**src/hw/pwm_flt_pkg.sv**
```systemverilog
package pwm_flt_pkg;
  // ==========================================
  // Register byte offsets on APB
  localparam logic [11:0] OFS_OUTCTL = 12'h000;   // Output control register
  localparam logic [11:0] OFS_FLTLIM = 12'h004;   // Fault and current-limit register
  localparam logic [11:0] OFS_TRIG   = 12'h008;   // Primary trigger register
  localparam logic [11:0] OFS_STRIG  = 12'h00C;   // Secondary trigger register
  localparam logic [11:0] OFS_STATUS = 12'h010;   // Override enable and pin status
  // ==========================================
  // Output control field positions
  localparam int OC_OVERRIDE_SYNC_SELECT   = 0;                  // Override sync select
  localparam int OC_SWAP    = 1;                  // Swap high and low
  localparam int OC_CLDLO   = 2;                  // Limit override state, low
  localparam int OC_CLDHI   = 3;                  // Limit override state, high
  localparam int OC_OVDLO   = 6;                  // Software override state, low
  localparam int OC_OVDHI   = 7;                  // Software override state, high
  localparam int OC_OVENL   = 8;                  // Software override enable, low
  localparam int OC_OVENH   = 9;                  // Software override enable, high
  localparam int OC_POLL    = 12;                 // Low output polarity (1 = active low)
  localparam int OC_HIGH_OUTPUT_POLARITY    = 13;                 // High output polarity (1 = active low)
  localparam int OC_FLDLO   = 4;                  // Fault override state, low
  localparam int OC_FLDHI   = 5;                  // Fault override state, high
  localparam logic [15:0] OC_MASK = 16'h33FF;     // Implemented bits
  // ==========================================
  // Fault-limit field positions
  localparam int FL_FMOD0   = 0;                  // Fault mode select low bit
  localparam int FL_FPOL    = 2;                  // Fault polarity
  localparam int FL_FSRC    = 3;                  // Fault source select, 5 bits
  localparam int FL_LIMIT_ENABLE   = 8;                  // Limit enable
  localparam int FL_LIMIT_POLARITY   = 9;                  // Limit polarity
  localparam int FL_LIMIT_SOURCE_SELECT   = 10;                 // Limit source select, 5 bits
  localparam int FL_IFLT    = 15;                 // Independent fault mode
  // ==========================================
  // Reset values and trigger layout
  localparam logic [15:0] RST_REG   = 16'h0000;   // All registers reset to zero
  localparam logic [15:0] TRIG_MASK = 16'hFFF8;   // Bits 2-0 read as zero
  localparam int          TRIG_LSB  = 3;          // Compare value starts here
  // ==========================================
  // Grouped pin-side signals
  typedef struct packed {
    logic high;                                   // High side pin level
    logic low;                                    // Low side pin level
  } pin_pair_t;
endpackage

```
**src/hw/fault_select.sv**
```systemverilog
`timescale 1ns/10ps
`default_nettype none
// ==========================================
// Source selector with polarity
module fault_select
(
  // Inputs
  input  wire logic [7:0] faultIn,                 // Eight fault inputs, raw levels
  input  wire logic [4:0] srcSel,                  // Source select
  input  wire logic       activeLow,               // 1 = source active low
  // Result
  output logic            active                   // Selected source asserted
);
  // Reserved codes select nothing
  always_comb
  begin
    if (srcSel < 5'h08)
      active = faultIn[srcSel[2:0]] ^ activeLow;
    else
      active = 1'b0;
  end
endmodule
`default_nettype wire

```
**src/hw/pwm_fault_limit_override_trigger.sv**
```systemverilog
// Local design decisions: register access over APB and the register offsets.
`timescale 1ns/10ps
`default_nettype none
// Function
// - Normal mode limit forces pins from limit state unless a fault is in force
// - Independent mode ignores limit override state
// - Override states pass through output polarity
// - Swap routes high to low and back
// - Override sync picks time base or clock
// - Primary compare in bits 15-3 triggers converter
module pwm_fault_limit_override_trigger
(
  // Clock and reset
  input  wire logic        core_clk,               // 50 MHz clock
  input  wire logic        rst_n,                  // Async reset, active low
  input  wire logic        clkEn,                  // Freezes all state when low
  // APB slave
  input  wire logic        psel,                   // Select
  input  wire logic        penable,                // Access phase
  input  wire logic        pwrite,                 // Write
  input  wire logic [11:0] paddr,                  // Byte address
  input  wire logic [31:0] pwdata,                 // Write data
  output logic      [31:0] prdata,                 // Read data
  output logic             pready,                 // Ready
  output logic             pslverr,                // Error on unmapped address
  // PWM generator side
  input  wire logic        genHigh,                // Raw high generator signal
  input  wire logic        genLow,                 // Raw low generator signal
  input  wire logic        timeBaseSync,           // Time base period boundary pulse
  input  wire logic [12:0] localTimeBase,          // Primary local time base
  input  wire logic [12:0] secTimeBase,            // Secondary local time base
  input  wire logic        localMode,              // Primary runs on local time base
  input  wire logic        secLocalMode,           // Secondary runs on local time base
  input  wire logic [7:0]  faultIn,                // Fault inputs 1 to 8
  // Outputs
  output logic             highSideOutput,         // High pin
  output logic             lowSideOutput,          // Low pin
  output logic             adcTrigger,             // Primary converter trigger pulse
  output logic             adcTriggerSec           // Secondary converter trigger pulse
);
  // ==========================================
  // State record
  typedef struct packed {
    logic [15:0] outCtl;                           // Output control register
    logic [15:0] fltLim;                           // Fault-limit register
    logic [15:0] trig;                             // Primary trigger register
    logic [15:0] strig;                            // Secondary trigger register
    logic [1:0]  ovrActive;                        // Applied override enables, H/L
    logic [1:0]  ovrState;                         // Applied override states, H/L
    logic [31:0] rdata;                            // Read data
    logic        ready;                            // APB ready
    logic        err;                              // APB error
    pwm_flt_pkg::pin_pair_t pins;                  // Registered pins
    logic        trg;                              // Primary trigger
    logic        trgSec;                           // Secondary trigger
  } state_t;

  state_t st_r;                                    // Current state
  state_t st_nxt;                                  // Next state
  logic   limitHit;                                // Selected limit source active
  logic   faultHit;                                // Selected fault source active

  // ==========================================
  // Source selectors
  fault_select u_limSel
  (
    .faultIn   (faultIn),
    .srcSel    (st_r.fltLim[pwm_flt_pkg::FL_LIMIT_SOURCE_SELECT +: 5]),
    .activeLow (st_r.fltLim[pwm_flt_pkg::FL_LIMIT_POLARITY]),
    .active    (limitHit)
  );

  fault_select u_fltSel
  (
    .faultIn   (faultIn),
    .srcSel    (st_r.fltLim[pwm_flt_pkg::FL_FSRC +: 5]),
    .activeLow (st_r.fltLim[pwm_flt_pkg::FL_FPOL]),
    .active    (faultHit)
  );

  // ==========================================
  // Read decode
  function automatic logic [15:0] readReg(input state_t s, input logic [11:0] a);
    case (a)
      pwm_flt_pkg::OFS_OUTCTL: readReg = s.outCtl;
      pwm_flt_pkg::OFS_FLTLIM: readReg = s.fltLim;
      pwm_flt_pkg::OFS_TRIG:   readReg = s.trig;
      pwm_flt_pkg::OFS_STRIG:  readReg = s.strig;
      pwm_flt_pkg::OFS_STATUS: readReg = {12'h000, s.ovrActive, s.pins.high, s.pins.low};
      default:                 readReg = 16'h0000;
    endcase
  endfunction

  // Address is mapped
  function automatic logic isMapped(input logic [11:0] a);
    isMapped = (a == pwm_flt_pkg::OFS_OUTCTL) || (a == pwm_flt_pkg::OFS_FLTLIM) ||
               (a == pwm_flt_pkg::OFS_TRIG) || (a == pwm_flt_pkg::OFS_STRIG) ||
               (a == pwm_flt_pkg::OFS_STATUS);
  endfunction

  // ==========================================
  // Next-state logic
  always_comb
  begin
    logic       indep;                             // Independent fault mode
    logic       limOn;                             // Limit event in force
    logic       fltOn;                             // Fault event in force
    logic       actH;                              // High active/inactive level
    logic       actL;                              // Low active/inactive level
    logic       swH;                               // Generator signal to high pin
    logic       swL;                               // Generator signal to low pin
    logic [1:0] fltData;                           // Fault override state
    logic [1:0] limData;                           // Limit override state
    indep   = 1'b0;
    limOn   = 1'b0;
    fltOn   = 1'b0;
    actH    = 1'b0;
    actL    = 1'b0;
    swH     = 1'b0;
    swL     = 1'b0;
    fltData = 2'b00;
    limData = 2'b00;
    st_nxt  = st_r;
    // APB: one wait-free access phase, ready pulses once
    st_nxt.ready = 1'b0;
    st_nxt.err   = 1'b0;
    if (psel && !penable)
    begin
      st_nxt.ready = 1'b1;
      st_nxt.err   = !isMapped(paddr);
      st_nxt.rdata = {16'h0000, readReg(st_r, paddr)};
    end
    if (psel && penable && st_r.ready && pwrite)
    begin
      case (paddr)
        pwm_flt_pkg::OFS_OUTCTL: st_nxt.outCtl = pwdata[15:0] & pwm_flt_pkg::OC_MASK;
        pwm_flt_pkg::OFS_FLTLIM: st_nxt.fltLim = pwdata[15:0];
        pwm_flt_pkg::OFS_TRIG:   st_nxt.trig   = pwdata[15:0] & pwm_flt_pkg::TRIG_MASK;
        pwm_flt_pkg::OFS_STRIG:  st_nxt.strig  = pwdata[15:0] & pwm_flt_pkg::TRIG_MASK;
        default:                 st_nxt.outCtl = st_r.outCtl;
      endcase
    end
    // Software override applied at clock or time base boundary
    if (!st_r.outCtl[pwm_flt_pkg::OC_OVERRIDE_SYNC_SELECT] || timeBaseSync)
    begin
      st_nxt.ovrActive = {st_r.outCtl[pwm_flt_pkg::OC_OVENH], st_r.outCtl[pwm_flt_pkg::OC_OVENL]};
      st_nxt.ovrState  = {st_r.outCtl[pwm_flt_pkg::OC_OVDHI], st_r.outCtl[pwm_flt_pkg::OC_OVDLO]};
    end
    // Swap generator signals
    swH = st_r.outCtl[pwm_flt_pkg::OC_SWAP] ? genLow : genHigh;
    swL = st_r.outCtl[pwm_flt_pkg::OC_SWAP] ? genHigh : genLow;
    actH = swH;
    actL = swL;
    // Software override
    if (st_r.ovrActive[1])
      actH = st_r.ovrState[1];
    if (st_r.ovrActive[0])
      actL = st_r.ovrState[0];
    // Fault and limit overrides
    indep   = st_r.fltLim[pwm_flt_pkg::FL_IFLT];
    limOn   = st_r.fltLim[pwm_flt_pkg::FL_LIMIT_ENABLE] && limitHit;
    fltOn   = (st_r.fltLim[pwm_flt_pkg::FL_FMOD0 +: 2] != 2'b11) && faultHit;
    fltData = {st_r.outCtl[pwm_flt_pkg::OC_FLDHI], st_r.outCtl[pwm_flt_pkg::OC_FLDLO]};
    limData = {st_r.outCtl[pwm_flt_pkg::OC_CLDHI], st_r.outCtl[pwm_flt_pkg::OC_CLDLO]};
    if (indep)
    begin
      // Limit drives high from fault state, fault drives low; limit state unused
      if (limOn)
        actH = fltData[1];
      if (fltOn)
        actL = fltData[0];
    end
    else if (fltOn)
    begin
      actH = fltData[1];
      actL = fltData[0];
    end
    else if (limOn)
    begin
      actH = limData[1];
      actL = limData[0];
    end
    // Polarity sets final pin level
    st_nxt.pins.high = actH ^ st_r.outCtl[pwm_flt_pkg::OC_HIGH_OUTPUT_POLARITY];
    st_nxt.pins.low  = actL ^ st_r.outCtl[pwm_flt_pkg::OC_POLL];
    // Converter triggers on compare match
    st_nxt.trg    = localMode && (localTimeBase == st_r.trig[15:pwm_flt_pkg::TRIG_LSB]);
    st_nxt.trgSec = secLocalMode && (secTimeBase == st_r.strig[15:pwm_flt_pkg::TRIG_LSB]);
  end

  // ==========================================
  // State register
  always_ff @(posedge core_clk or negedge rst_n)
  begin
    if (!rst_n)
      st_r <= '0;
    else if (clkEn)
      st_r <= st_nxt;
  end

  // ==========================================
  // Outputs
  assign prdata         = st_r.rdata;
  assign pready         = st_r.ready;
  assign pslverr        = st_r.err;
  assign highSideOutput = st_r.pins.high;
  assign lowSideOutput  = st_r.pins.low;
  assign adcTrigger     = st_r.trg;
  assign adcTriggerSec  = st_r.trgSec;

  // ==========================================
  // Checks
  property p_limHigh;
    @(posedge core_clk) disable iff (!rst_n)
    (clkEn && !st_r.fltLim[15] && st_r.fltLim[8] && limitHit && !faultHit) |=>
      (highSideOutput == ($past(st_r.outCtl[3]) ^ $past(st_r.outCtl[13])));
  endproperty
  a_limHigh: assert property (p_limHigh) else $error("limit high state wrong");

  property p_trigLow;
    @(posedge core_clk) disable iff (!rst_n)
    st_r.trig[2:0] == 3'h0 && st_r.strig[2:0] == 3'h0;
  endproperty
  a_trigLow: assert property (p_trigLow) else $error("trigger low bits set");

  property p_swap;
    @(posedge core_clk) disable iff (!rst_n)
    (clkEn && st_r.outCtl[15:0] == 16'h0002 && st_r.fltLim == 16'h0003 && st_r.ovrActive == 2'b00) |=>
      (highSideOutput == $past(genLow)) && (lowSideOutput == $past(genHigh));
  endproperty
  a_swap: assert property (p_swap) else $error("swap routing wrong");

  property p_trig;
    @(posedge core_clk) disable iff (!rst_n)
    (clkEn && localMode && localTimeBase == st_r.trig[15:3]) |=> adcTrigger;
  endproperty
  a_trig: assert property (p_trig) else $error("trigger missed");

  property p_trigSec;
    @(posedge core_clk) disable iff (!rst_n)
    (clkEn && secLocalMode && secTimeBase == st_r.strig[15:3]) |=> adcTriggerSec;
  endproperty
  a_trigSec: assert property (p_trigSec) else $error("secondary trigger missed");

  property p_noTrig;
    @(posedge core_clk) disable iff (!rst_n)
    (clkEn && !localMode) |=> !adcTrigger;
  endproperty
  a_noTrig: assert property (p_noTrig) else $error("trigger outside local time base");
endmodule
`default_nettype wire

```
**config.mk**
```make
export PLATFORM = sky130hd
export DESIGN_NAME = pwm_fault_limit_override_trigger
export DESIGN_NICKNAME = d
export VERILOG_FILES = /design/src/hw/pwm_flt_pkg.sv /design/src/hw/fault_select.sv /design/src/hw/pwm_fault_limit_override_trigger.sv
export SDC_FILE = /design/constraint.sdc
export NUM_CORES = 1
export LEC_CHECK = 0
export BUFFER_PORTS_ARGS = -buffer_cell sky130_fd_sc_hd__buf_2
export CAP_MARGIN = 25
export CELL_PAD_IN_SITES_DETAIL_PLACEMENT = 1
export CELL_PAD_IN_SITES_GLOBAL_PLACEMENT = 2
export CORE_UTILIZATION = 32
export DETAILED_ROUTE_END_ITERATION = 12
export GPL_ROUTABILITY_DRIVEN = 0
export GPL_TIMING_DRIVEN = 0
export HOLD_SLACK_MARGIN = 0.15
export PLACE_DENSITY_LB_ADDON = 0.1
export REMOVE_ABC_BUFFERS = 1
export SYNTH_ARGS = -nofsm -noshare
export SYNTH_HDL_FRONTEND = slang
export SYNTH_SLANG_ARGS = --single-unit
```
**constraint.sdc**
```tcl
create_clock -name core_clk -period 3.81 [get_ports core_clk]
set_input_delay 0.762 -clock core_clk [delete_from_list [all_inputs] [get_ports core_clk]]
set_output_delay 0.762 -clock core_clk [all_outputs]
set_load 0.02 [all_outputs]
```
Word-level counts from Yosys, hierarchy flattened
Cells that the tools add are included.

Register bits: 80. Word-level logic and storage cells: 71. Input bits: 89. Output and inout port bits: 38.

Reductions and logical operators: 23. Muxes and demuxes: 20. Bitwise logic cells: 4. Equality and inequality tests: 7. Magnitude comparators: 4.

Operator list (count): one-hot mux 16 bit (5 select lines) (1); equality test 13 bit (2); equality test 12 x 4 -> 1 bit, second input constant (2); two-way mux 1 bit (16); equality test 12 x 3 -> 1 bit, second input constant (1); equality test 12 x 5 -> 1 bit, second input constant (1); logical NOT 12 bit (1); AND reduction 3 bit (4); < comparator 5 x 4 -> 1 bit, second input constant (2); logical AND 1 bit (8); < comparator 3 x 4 -> 1 bit, second input constant (2); binary-select mux 1 bit (select 3 bit) (2); logical OR 1 bit (5); AND reduction 2 bit (2); bitwise XOR 1 bit (4); logical NOT 1 bit (3); two-way mux 2 bit (1); != test 2 bit, second input constant (1).

Logic depth before layout (Yosys ltp)
Gate-level depths: netlist of run 1.

Depth in word-level cells: 9. Gate-level depth with buffers: 8. Depth with buffers taken out: 7.

Modules after synthesis
From an unflattened synthesis of run 1, not the netlist that was laid out.

Cell total of the unflattened synthesis: 346. Area, all modules: 4367.9 um^2.

Modules (own cells, without submodules): pwm_fault_limit_override_trigger (instances 1, area an instance 4185.3 um^2, seq. area each 2001.9 um^2, cells an instance 326); fault_select (instances 2, area an instance 91.3 um^2, seq. area each 0.0 um^2, cells an instance 10).

Worst setup path before layout of run 1
Ideal clock, no wire load.

Path kind: input to register. Start: in faultIn[7]. End: reg st_r (netlist bit lowSideOutput). Arrival time: 2.482 ns. Cell stages on the path: 7. Required time: 3.673 ns. Setup slack: 1.192 ns. Path buffers: 0. Library setup time: 0.137 ns. Cells stage by stage: mux2_1 -> mux4_2 -> mux2i_2 -> or3b_1 -> a31oi_1 -> xnor2_1 -> a21oi_1.

Word-level cells in the longest chain between the ends: 9. Elaborated cells on any way between the ends: 15. Those cells by class: mux: 10; bitwise: 3; reduce/logical: 2.

Ends and longest elaborated chain: from (decl) (line pwm_fault_limit_override_trigger.sv:34) `input wire logic [7:0] faultIn,`; binary-select mux 1 bit (select 3 bit) (line fault_select.sv:18) `active = faultIn[srcSel[2:0]] ^ activeLow;`; two-way mux 1 bit (not written as such) (line fault_select.sv:18); bitwise XOR 1 bit (line fault_select.sv:18); two-way mux 1 bit (line fault_select.sv:17) `if (srcSel < 5'h08)`; logical AND 1 bit (line pwm_fault_limit_override_trigger.sv:161) `limOn = st_r.fltLim[pwm_flt_pkg::FL_LIMIT_ENABLE] && limitHit;`; two-way mux 1 bit (line pwm_fault_limit_override_trigger.sv:178) `else if (limOn)`; two-way mux 1 bit (line pwm_fault_limit_override_trigger.sv:173) `else if (fltOn)`; two-way mux 1 bit (*) (line pwm_fault_limit_override_trigger.sv:165) `if (indep)`; bitwise XOR 1 bit (*) (line pwm_fault_limit_override_trigger.sv:185) `st_nxt.pins.low = actL ^ st_r.outCtl[pwm_flt_pkg::OC_POLL];`; to (signal assigned) (line pwm_fault_limit_override_trigger.sv:198) `st_r <= st_nxt;`; to (decl) (line pwm_fault_limit_override_trigger.sv:58) `state_t st_r;`.

Mark *: on every way between the ends. The rest lies on a longest branch, timed or not. The select of a mux whose other input is x is not followed. A chain may end at the register's enable or synchronous reset.

Worst setup path in the final report of run 1
Start: in paddr[10]. End: reg st_r[47] (netlist bit).

Word-level cells in the longest chain between the ends: 2.

Ends and longest elaborated chain: from (decl) (line pwm_fault_limit_override_trigger.sv:21) `input wire logic [11:0] paddr,`; equality test 12 x 4 -> 1 bit (line pwm_fault_limit_override_trigger.sv:135) `case (paddr)`; AND reduction 3 bit (no source line).

Every way passes these cells.

==> key figures, run 1 <==
Run status
  – Status: complete, no violations

Min path
  – HP Class: in -> async

Worst setup path
  – CP Buf/Inv Count: 1
  – Worst path top cell family by delay: simple AND/OR/NAND/NOR gates
  – Worst-path maximum fanout: 14
  – Data arrival, critical path: 3470 ps
  – Critical path type: in -> reg
  – CP max stage delay: 710 ps
  – Critical path required time: 4030 ps
  – Worst reg-to-reg path cell count: 7
  – CP Cell Sequence: buf_2 > nor4_1 > nand3_1 > nor2_1 > and3_1 > nand2_1 > mux2_2
  – CP Launch Type: input port
  – Setup crit end kind: register
  – Critical path depth in cells: 7
  – Slowest cell on crit path: nand2_1

Detailed routing
  – Mean routed wirelength per cell: 18.2 um
  – Initial DRT Pass Iterations: 6
  – Detail Route Antenna Nets: 0
  – Routed wire length: around 11 mm
  – DRC: 0
  – Vias per inst: between 4 and 5
  – Initial drt markers: about 150
  – Via count: between 2k and 3k

Clock tree
  – Buffer depth of the longest clock path: 2
  – Hold buffer count at cts: 0
  – Num CTS Buffers: 9
  – Clock transition at the registers of the reported paths: about 60 ps
  – Post-CTS Setup Bufs: 0
  – Clock root buffer: clkbuf_16
  – Clock Latency Late Sink: around 340 ps
  – TritonCTS clock tree: done
  – Post-CTS Resized: 0
  – Clk sink count: 80
  – # H-tree levels: 3

STA
  – RSZ-0062 raised after global routing: false
  – Final Max Slew Viols: 0
  – Final setup skew: 5.29 ps
  – Final worst path period share: 0.852
  – Fmax: 308 MHz
  – Worst-Margin Slew: 982 ps
  – Final hold violations: 0
  – Finish-stage setup viols: 0
  – Slew HR: 0.345
  – Setup slack after layout: 565 ps
  – Tmin final: 3250 ps
  – Setup TNS: 0 ps

Floorplan
  – Initial core utilization: 0.329
  – Core box area: 12700 sq um
  – Full die area: 13500 sq um
  – Die Span X: 116 um
  – Die Ht: 116 um
  – Io pins: 127
  – Row count: 41

Finish
  – Synth-to-layout area growth: 20.3%
  – Design Area, Final: 5020 sq um
  – Proportion of layout cells with a drive suffix above 1: 0.415
  – Non-filler cells, final: 618
  – # diodes: 0
  – Final core utilization: 0.396
  – Final nets: 530
  – # fillers: 1417

Synth
  – Yosys top cell area share: 0.480
  – Syn Area/Cell: 11.5 sq um
  – Post-Syn Area: ~4200 sq um
  – Area leader, netlist: dfrtp_1
  – Syn Inst Count: 362
  – Sequential-to-total area share from yosys stat: 0.480
  – Ys Warns: 0
  – Yosys cell types: 37
  – FF+latch count, synth: 80
  – Area contributors post-synth: dfrtp_1 48%, mux2_2 16%, buf_4 5.9%, xor2_1 5.3%, a222oi_1 2.9%

Placement
  – Port-buffer cells: 94
  – Placed Cells: 602
  – Placed instance area: approximately 4700 sq um
  – Setup WS pre-CTS: roughly 170 ps
  – DP HPWL: 8.33 mm

GRT
  – GRT Total Usage: 0.182
  – Initial antenna violation count: 0
  – GRT Residual Overflow: 0
  – Vias in the first global route: 3015
  – Largest net degree at the start of global routing: 66
  – First-pass GRT wire length: 17.5 mm

Pwr
  – Worst VDD drop: 0.159 mV
  – Power density over the cells: 407 nW/um^2
  – Leakage: 0.00243 uW

Run
  – Max-capacitance violation count: 0
metal layers:
layer  GRT usage  part of all wire  vias to the layer above
met5           0                 0                        -
met2       0.275              0.46                       74
met4      0.0744             0.015                        0
li1            -                 -                     1420
met1       0.257              0.49                     1486
met3      0.0343             0.037                       12
Yosys cell counts:
library cell  count
clkbuf_1          9
a222oi_1         12
and3_1            1
nor3_1            3
buf_2             5
nor2_1           29
mux2i_4           1
o22ai_1           4
o21ai_1           1
xnor2_1           3
or3b_2            1
or3_1             1
nand3_1           2
o21ai_0           7
nor4b_4           1
mux2_2           61
xor2_1           25
mux2i_1          10
o2bb2ai_1         1
a221oi_1          1
or3b_1            1
nor4_2            1
conb_1            1
dfrtp_1          80
buf_4            33
nand2_1          18
o21a_1            1
nand4_1           2
inv_1             8
nor4_1            8
a21oi_1          14
mux2_1            2
and2_1            1
mux2i_2           1
a2111oi_0         2
a31oi_1           9
mux4_2            2
placed cells by master, fill, tap and decap left out, drive strengths merged, types with 2 or more instances in the layout:
cell     instances
buf            100
dfrtp           80
mux2            63
nor2            29
xor2            25
nand2           18
conb            16
a21oi           14
clkbuf          14
a222oi          12
mux2i           12
a31oi            9
nor4             9
inv              8
o21ai            8
o22ai            4
nor3             3
xnor2            3
nand3            2
mux4             2
a2111oi          2
nand4            2
or3b             2
cell type report:
| class | instances | area (sq um) | share of cell area |
|---|---|---|---|
| timing repair buffer | 100 | 549 | 0.110 |
| clock inverter | 2 | 35.0 | 0.00698 |
| sequential | 80 | 2000 | 0.399 |
| tap | 172 | 215 | 0.0429 |
| inverter | 8 | 30.0 | 0.00599 |
| clock buffer | 14 | 284 | 0.0566 |
| multi-input combinational | 242 | 1900 | 0.379 |
final timing paths:
path	startpoint	end	slack, ps
worst max-delay path	paddr[10]	st_r[47]	560
worst min-delay path	rst_n	prdata[0]	290
worst max register to register	st_r[84]	lowSideOutput	1270
worst min register to register	st_r[39]	st_r[39]	500
max in group asynchronous	rst_n	st_r[76]	2900
min in group core_clk	st_r[39]	st_r[39]	500
cell families (layout without fill, tap and decap cells):
family | count (synthesis) | in the layout | share of synthesized area
multiplexers | 77 | 77 | 0.214
AO/OA/AOI/OAI | 52 | 52 | 0.0849
buffers and inverters | 55 | 124 | 0.0807
flip-flops | 80 | 80 | 0.480
other | 1 | 16 | 0.000899
AND/OR/NAND/NOR | 69 | 69 | 0.0807
XOR/XNOR | 28 | 28 | 0.0588
sequential cells by signal (all words and copies together) (netlist names):
signal / flops
st_r: 58
prdata: 16
adcTrigger: 1
adcTriggerSec: 1
highSideOutput: 1
lowSideOutput: 1
pready: 1
pslverr: 1
stage by stage:
step | hold slack (ps) | total power (uW)
6_report | 290 | 2040
5_1_grt | 294 | 2140
4_1_cts | 293 | 2070
3_5_place_dp | 494 | 1150
3_3_place_gp | 491 | 1140
2_1_floorplan | 466 | 1020
power by group:
group	internal, uW	switching [uW]	leakage, uW
combinational	85.6	144	0.00120
sequential	880	16.5	0.00107
clock	578	337	0.000159
Note: power is estimated with default switching activity, not from simulation.
==> run 2, diff against run 1 <==
--- a/config.mk
+++ b/config.mk
@@ -9,7 +9,7 @@
 export CAP_MARGIN = 25
 export CELL_PAD_IN_SITES_DETAIL_PLACEMENT = 1
 export CELL_PAD_IN_SITES_GLOBAL_PLACEMENT = 2
-export CORE_UTILIZATION = 32
+export CORE_UTILIZATION = 30
 export DETAILED_ROUTE_END_ITERATION = 12
 export GPL_ROUTABILITY_DRIVEN = 0
 export GPL_TIMING_DRIVEN = 0
==> run 2 against run 1 <==
Net effect:
- setup slack improved by 73 ps
- largest cell class unchanged
- largest power group is now registers
- clock skew increased by 0.60 ps
- core utilization is 2.4 points lower
- combinational power about the same
- final area is 0.72% lower
- total power fell by 3.8%
- clock-buffer cell count unchanged
- die area grew 6.6%
- first-iteration DRC count fell by 0.65%
==> key figures, run 2 (same netlist as run 1, synthesis figures left out) <==
Clock tree
  – Clock root buffer: clkbuf_16
  – Post-CTS Resized: 0
  – # H-tree levels: 3
  – Post-CTS Setup Bufs: 0
  – TritonCTS clock tree: done
  – Clock Latency Late Sink: between 300 and 400 ps
  – Num CTS Buffers: 9
  – Clk sink count: 80
  – Hold buffer count at cts: 0
  – Clock transition at the registers of the reported paths: 60 ps
  – Buffer depth of the longest clock path: 2

Finish
  – Final nets: about 530
  – # diodes: 0
  – Most common cell after layout, fill and taps aside: buf_2
  – Proportion of layout cells with a drive suffix above 1: 0.413
  – Most frequent cells in the layout: 93 x buf_2, 80 x dfrtp_1, 61 x mux2_2
  – Non-filler cells, final: 621
  – Max reg flops: between 50 and 60
  – Most flop-heavy register: st_r
  – Synth-to-layout area growth: 19.4%

Run status
  – Status: complete, no violations

STA
  – Final setup skew: 5.90 ps
  – Final hold violations: 0
  – Final Max Slew Viols: 0
  – Fmax: 315 MHz
  – RSZ-0062 raised after global routing: false
  – Tmin final: 3170 ps
  – Final worst path period share: 0.833
  – Slew HR: 0.356
  – Finish-stage setup viols: 0
  – Worst-Margin Slew: 966 ps
  – Setup TNS: 0 ps

Floorplan
  – Row count: between 40 and 50
  – Die Span X: about 120 um
  – Initial core utilization: 0.311
  – Die Ht: 120 um
  – Core box area: between 10000 and 15000 sq um
  – Full die area: about 14000 sq um
  – Io pins: 127

Pwr
  – Power density over the cells: 395 nW/um^2
  – Leakage: 0.00240 uW
  – Worst VDD drop: 0.272 mV

GRT
  – Initial antenna violation count: 0
  – GRT Total Usage: 0.176
  – First-pass GRT wire length: 18.4 mm
  – GRT Residual Overflow: 0
  – Vias in the first global route: about 3.2k
  – Largest net degree at the start of global routing: 45

Worst setup path
  – Critical path type: in -> reg
  – CP Launch Type: input port
  – Worst-path maximum fanout: 14
  – Critical path required time: ~4000 ps
  – Data arrival, critical path: 3400 ps
  – Setup crit end kind: register

Detailed routing
  – Vias per inst: 4.92
  – Initial DRT Pass Iterations: 6
  – Via count: ~3.1k
  – Routed wire length: approximately 12 mm
  – Detail Route Antenna Nets: 0
  – DRC: 0
  – Mean routed wirelength per cell: 18.6 um
  – Initial drt markers: 153

Run
  – Max-capacitance violation count: 0

Min path
  – HP Class: in -> async

Placement
  – Port-buffer cells: 94
  – DP HPWL: 8.42 mm
  – Placed Cells: 605
run 2: cell count changes in the layout (fill, tap and decap cells not counted), sizes merged:
cell / change
buf: -1
bufinv: -1
clkinvlp: +1
run 2: final timing paths:
kind | cells past startpoint | slack [ps] | to | start
worst max-delay path | 7 | 640 | st_r[53] | paddr[10]
worst min-delay path | 1 | 400 | st_r[75] | rst_n
worst max register to register | 7 | 1320 | lowSideOutput | st_r[84]
worst min register to register | 1 | 510 | st_r[39] | st_r[39]
max in group asynchronous | 2 | 2800 | st_r[38] | rst_n
min in group core_clk | 1 | 510 | st_r[39] | st_r[39]
run 2: power by group:
part / internal, uW / total [uW] / switching [uW]
Clock: 494 / 838 / 343
Sequential: 880 / 897 / 17.0
Combinational: 85.6 / 230 / 144
run 2: final cells by class:
class                           count  area (sq um)
Fill cell                        1526          8420
Timing Repair Buffer               99           538
Tap cell                          176           220
Sequential cell                    80          2000
Inverter                            8          30.0
Clock buffer                       14           274
Multi-Input combinational cell    242          1900
Clock inverter                      2          12.5
run 2: critical path, cell delays in order:
cell	delay [ps]
buf_2	100
nor4_1	280
nand3_1	260
nor2_1	180
and3_1	670
nand2_1	670
mux2_2	480
run 2: metal layers:
layer / track usage / wire length [um] / up-vias
li1: - / - / 1412
met1: 0.239 / 5340 / 1543
met2: 0.269 / 5370 / 93
met3: 0.0561 / 725 / 10
met4: 0.0492 / 127 / 0
met5: 0 / 0 / -
run 2: stage by stage:
step	setup WS, ps	hold slack, ps	area, sq um	util	power [uW]
floorplan	528	466	3920	-	1020
global placement	-1390	488	4610	0.344	1140
detailed placement	113	492	4690	0.350	1150
CTS	496	414	4980	0.372	2000
global route	236	429	4980	0.372	2060
finish	638	401	4980	0.372	1960
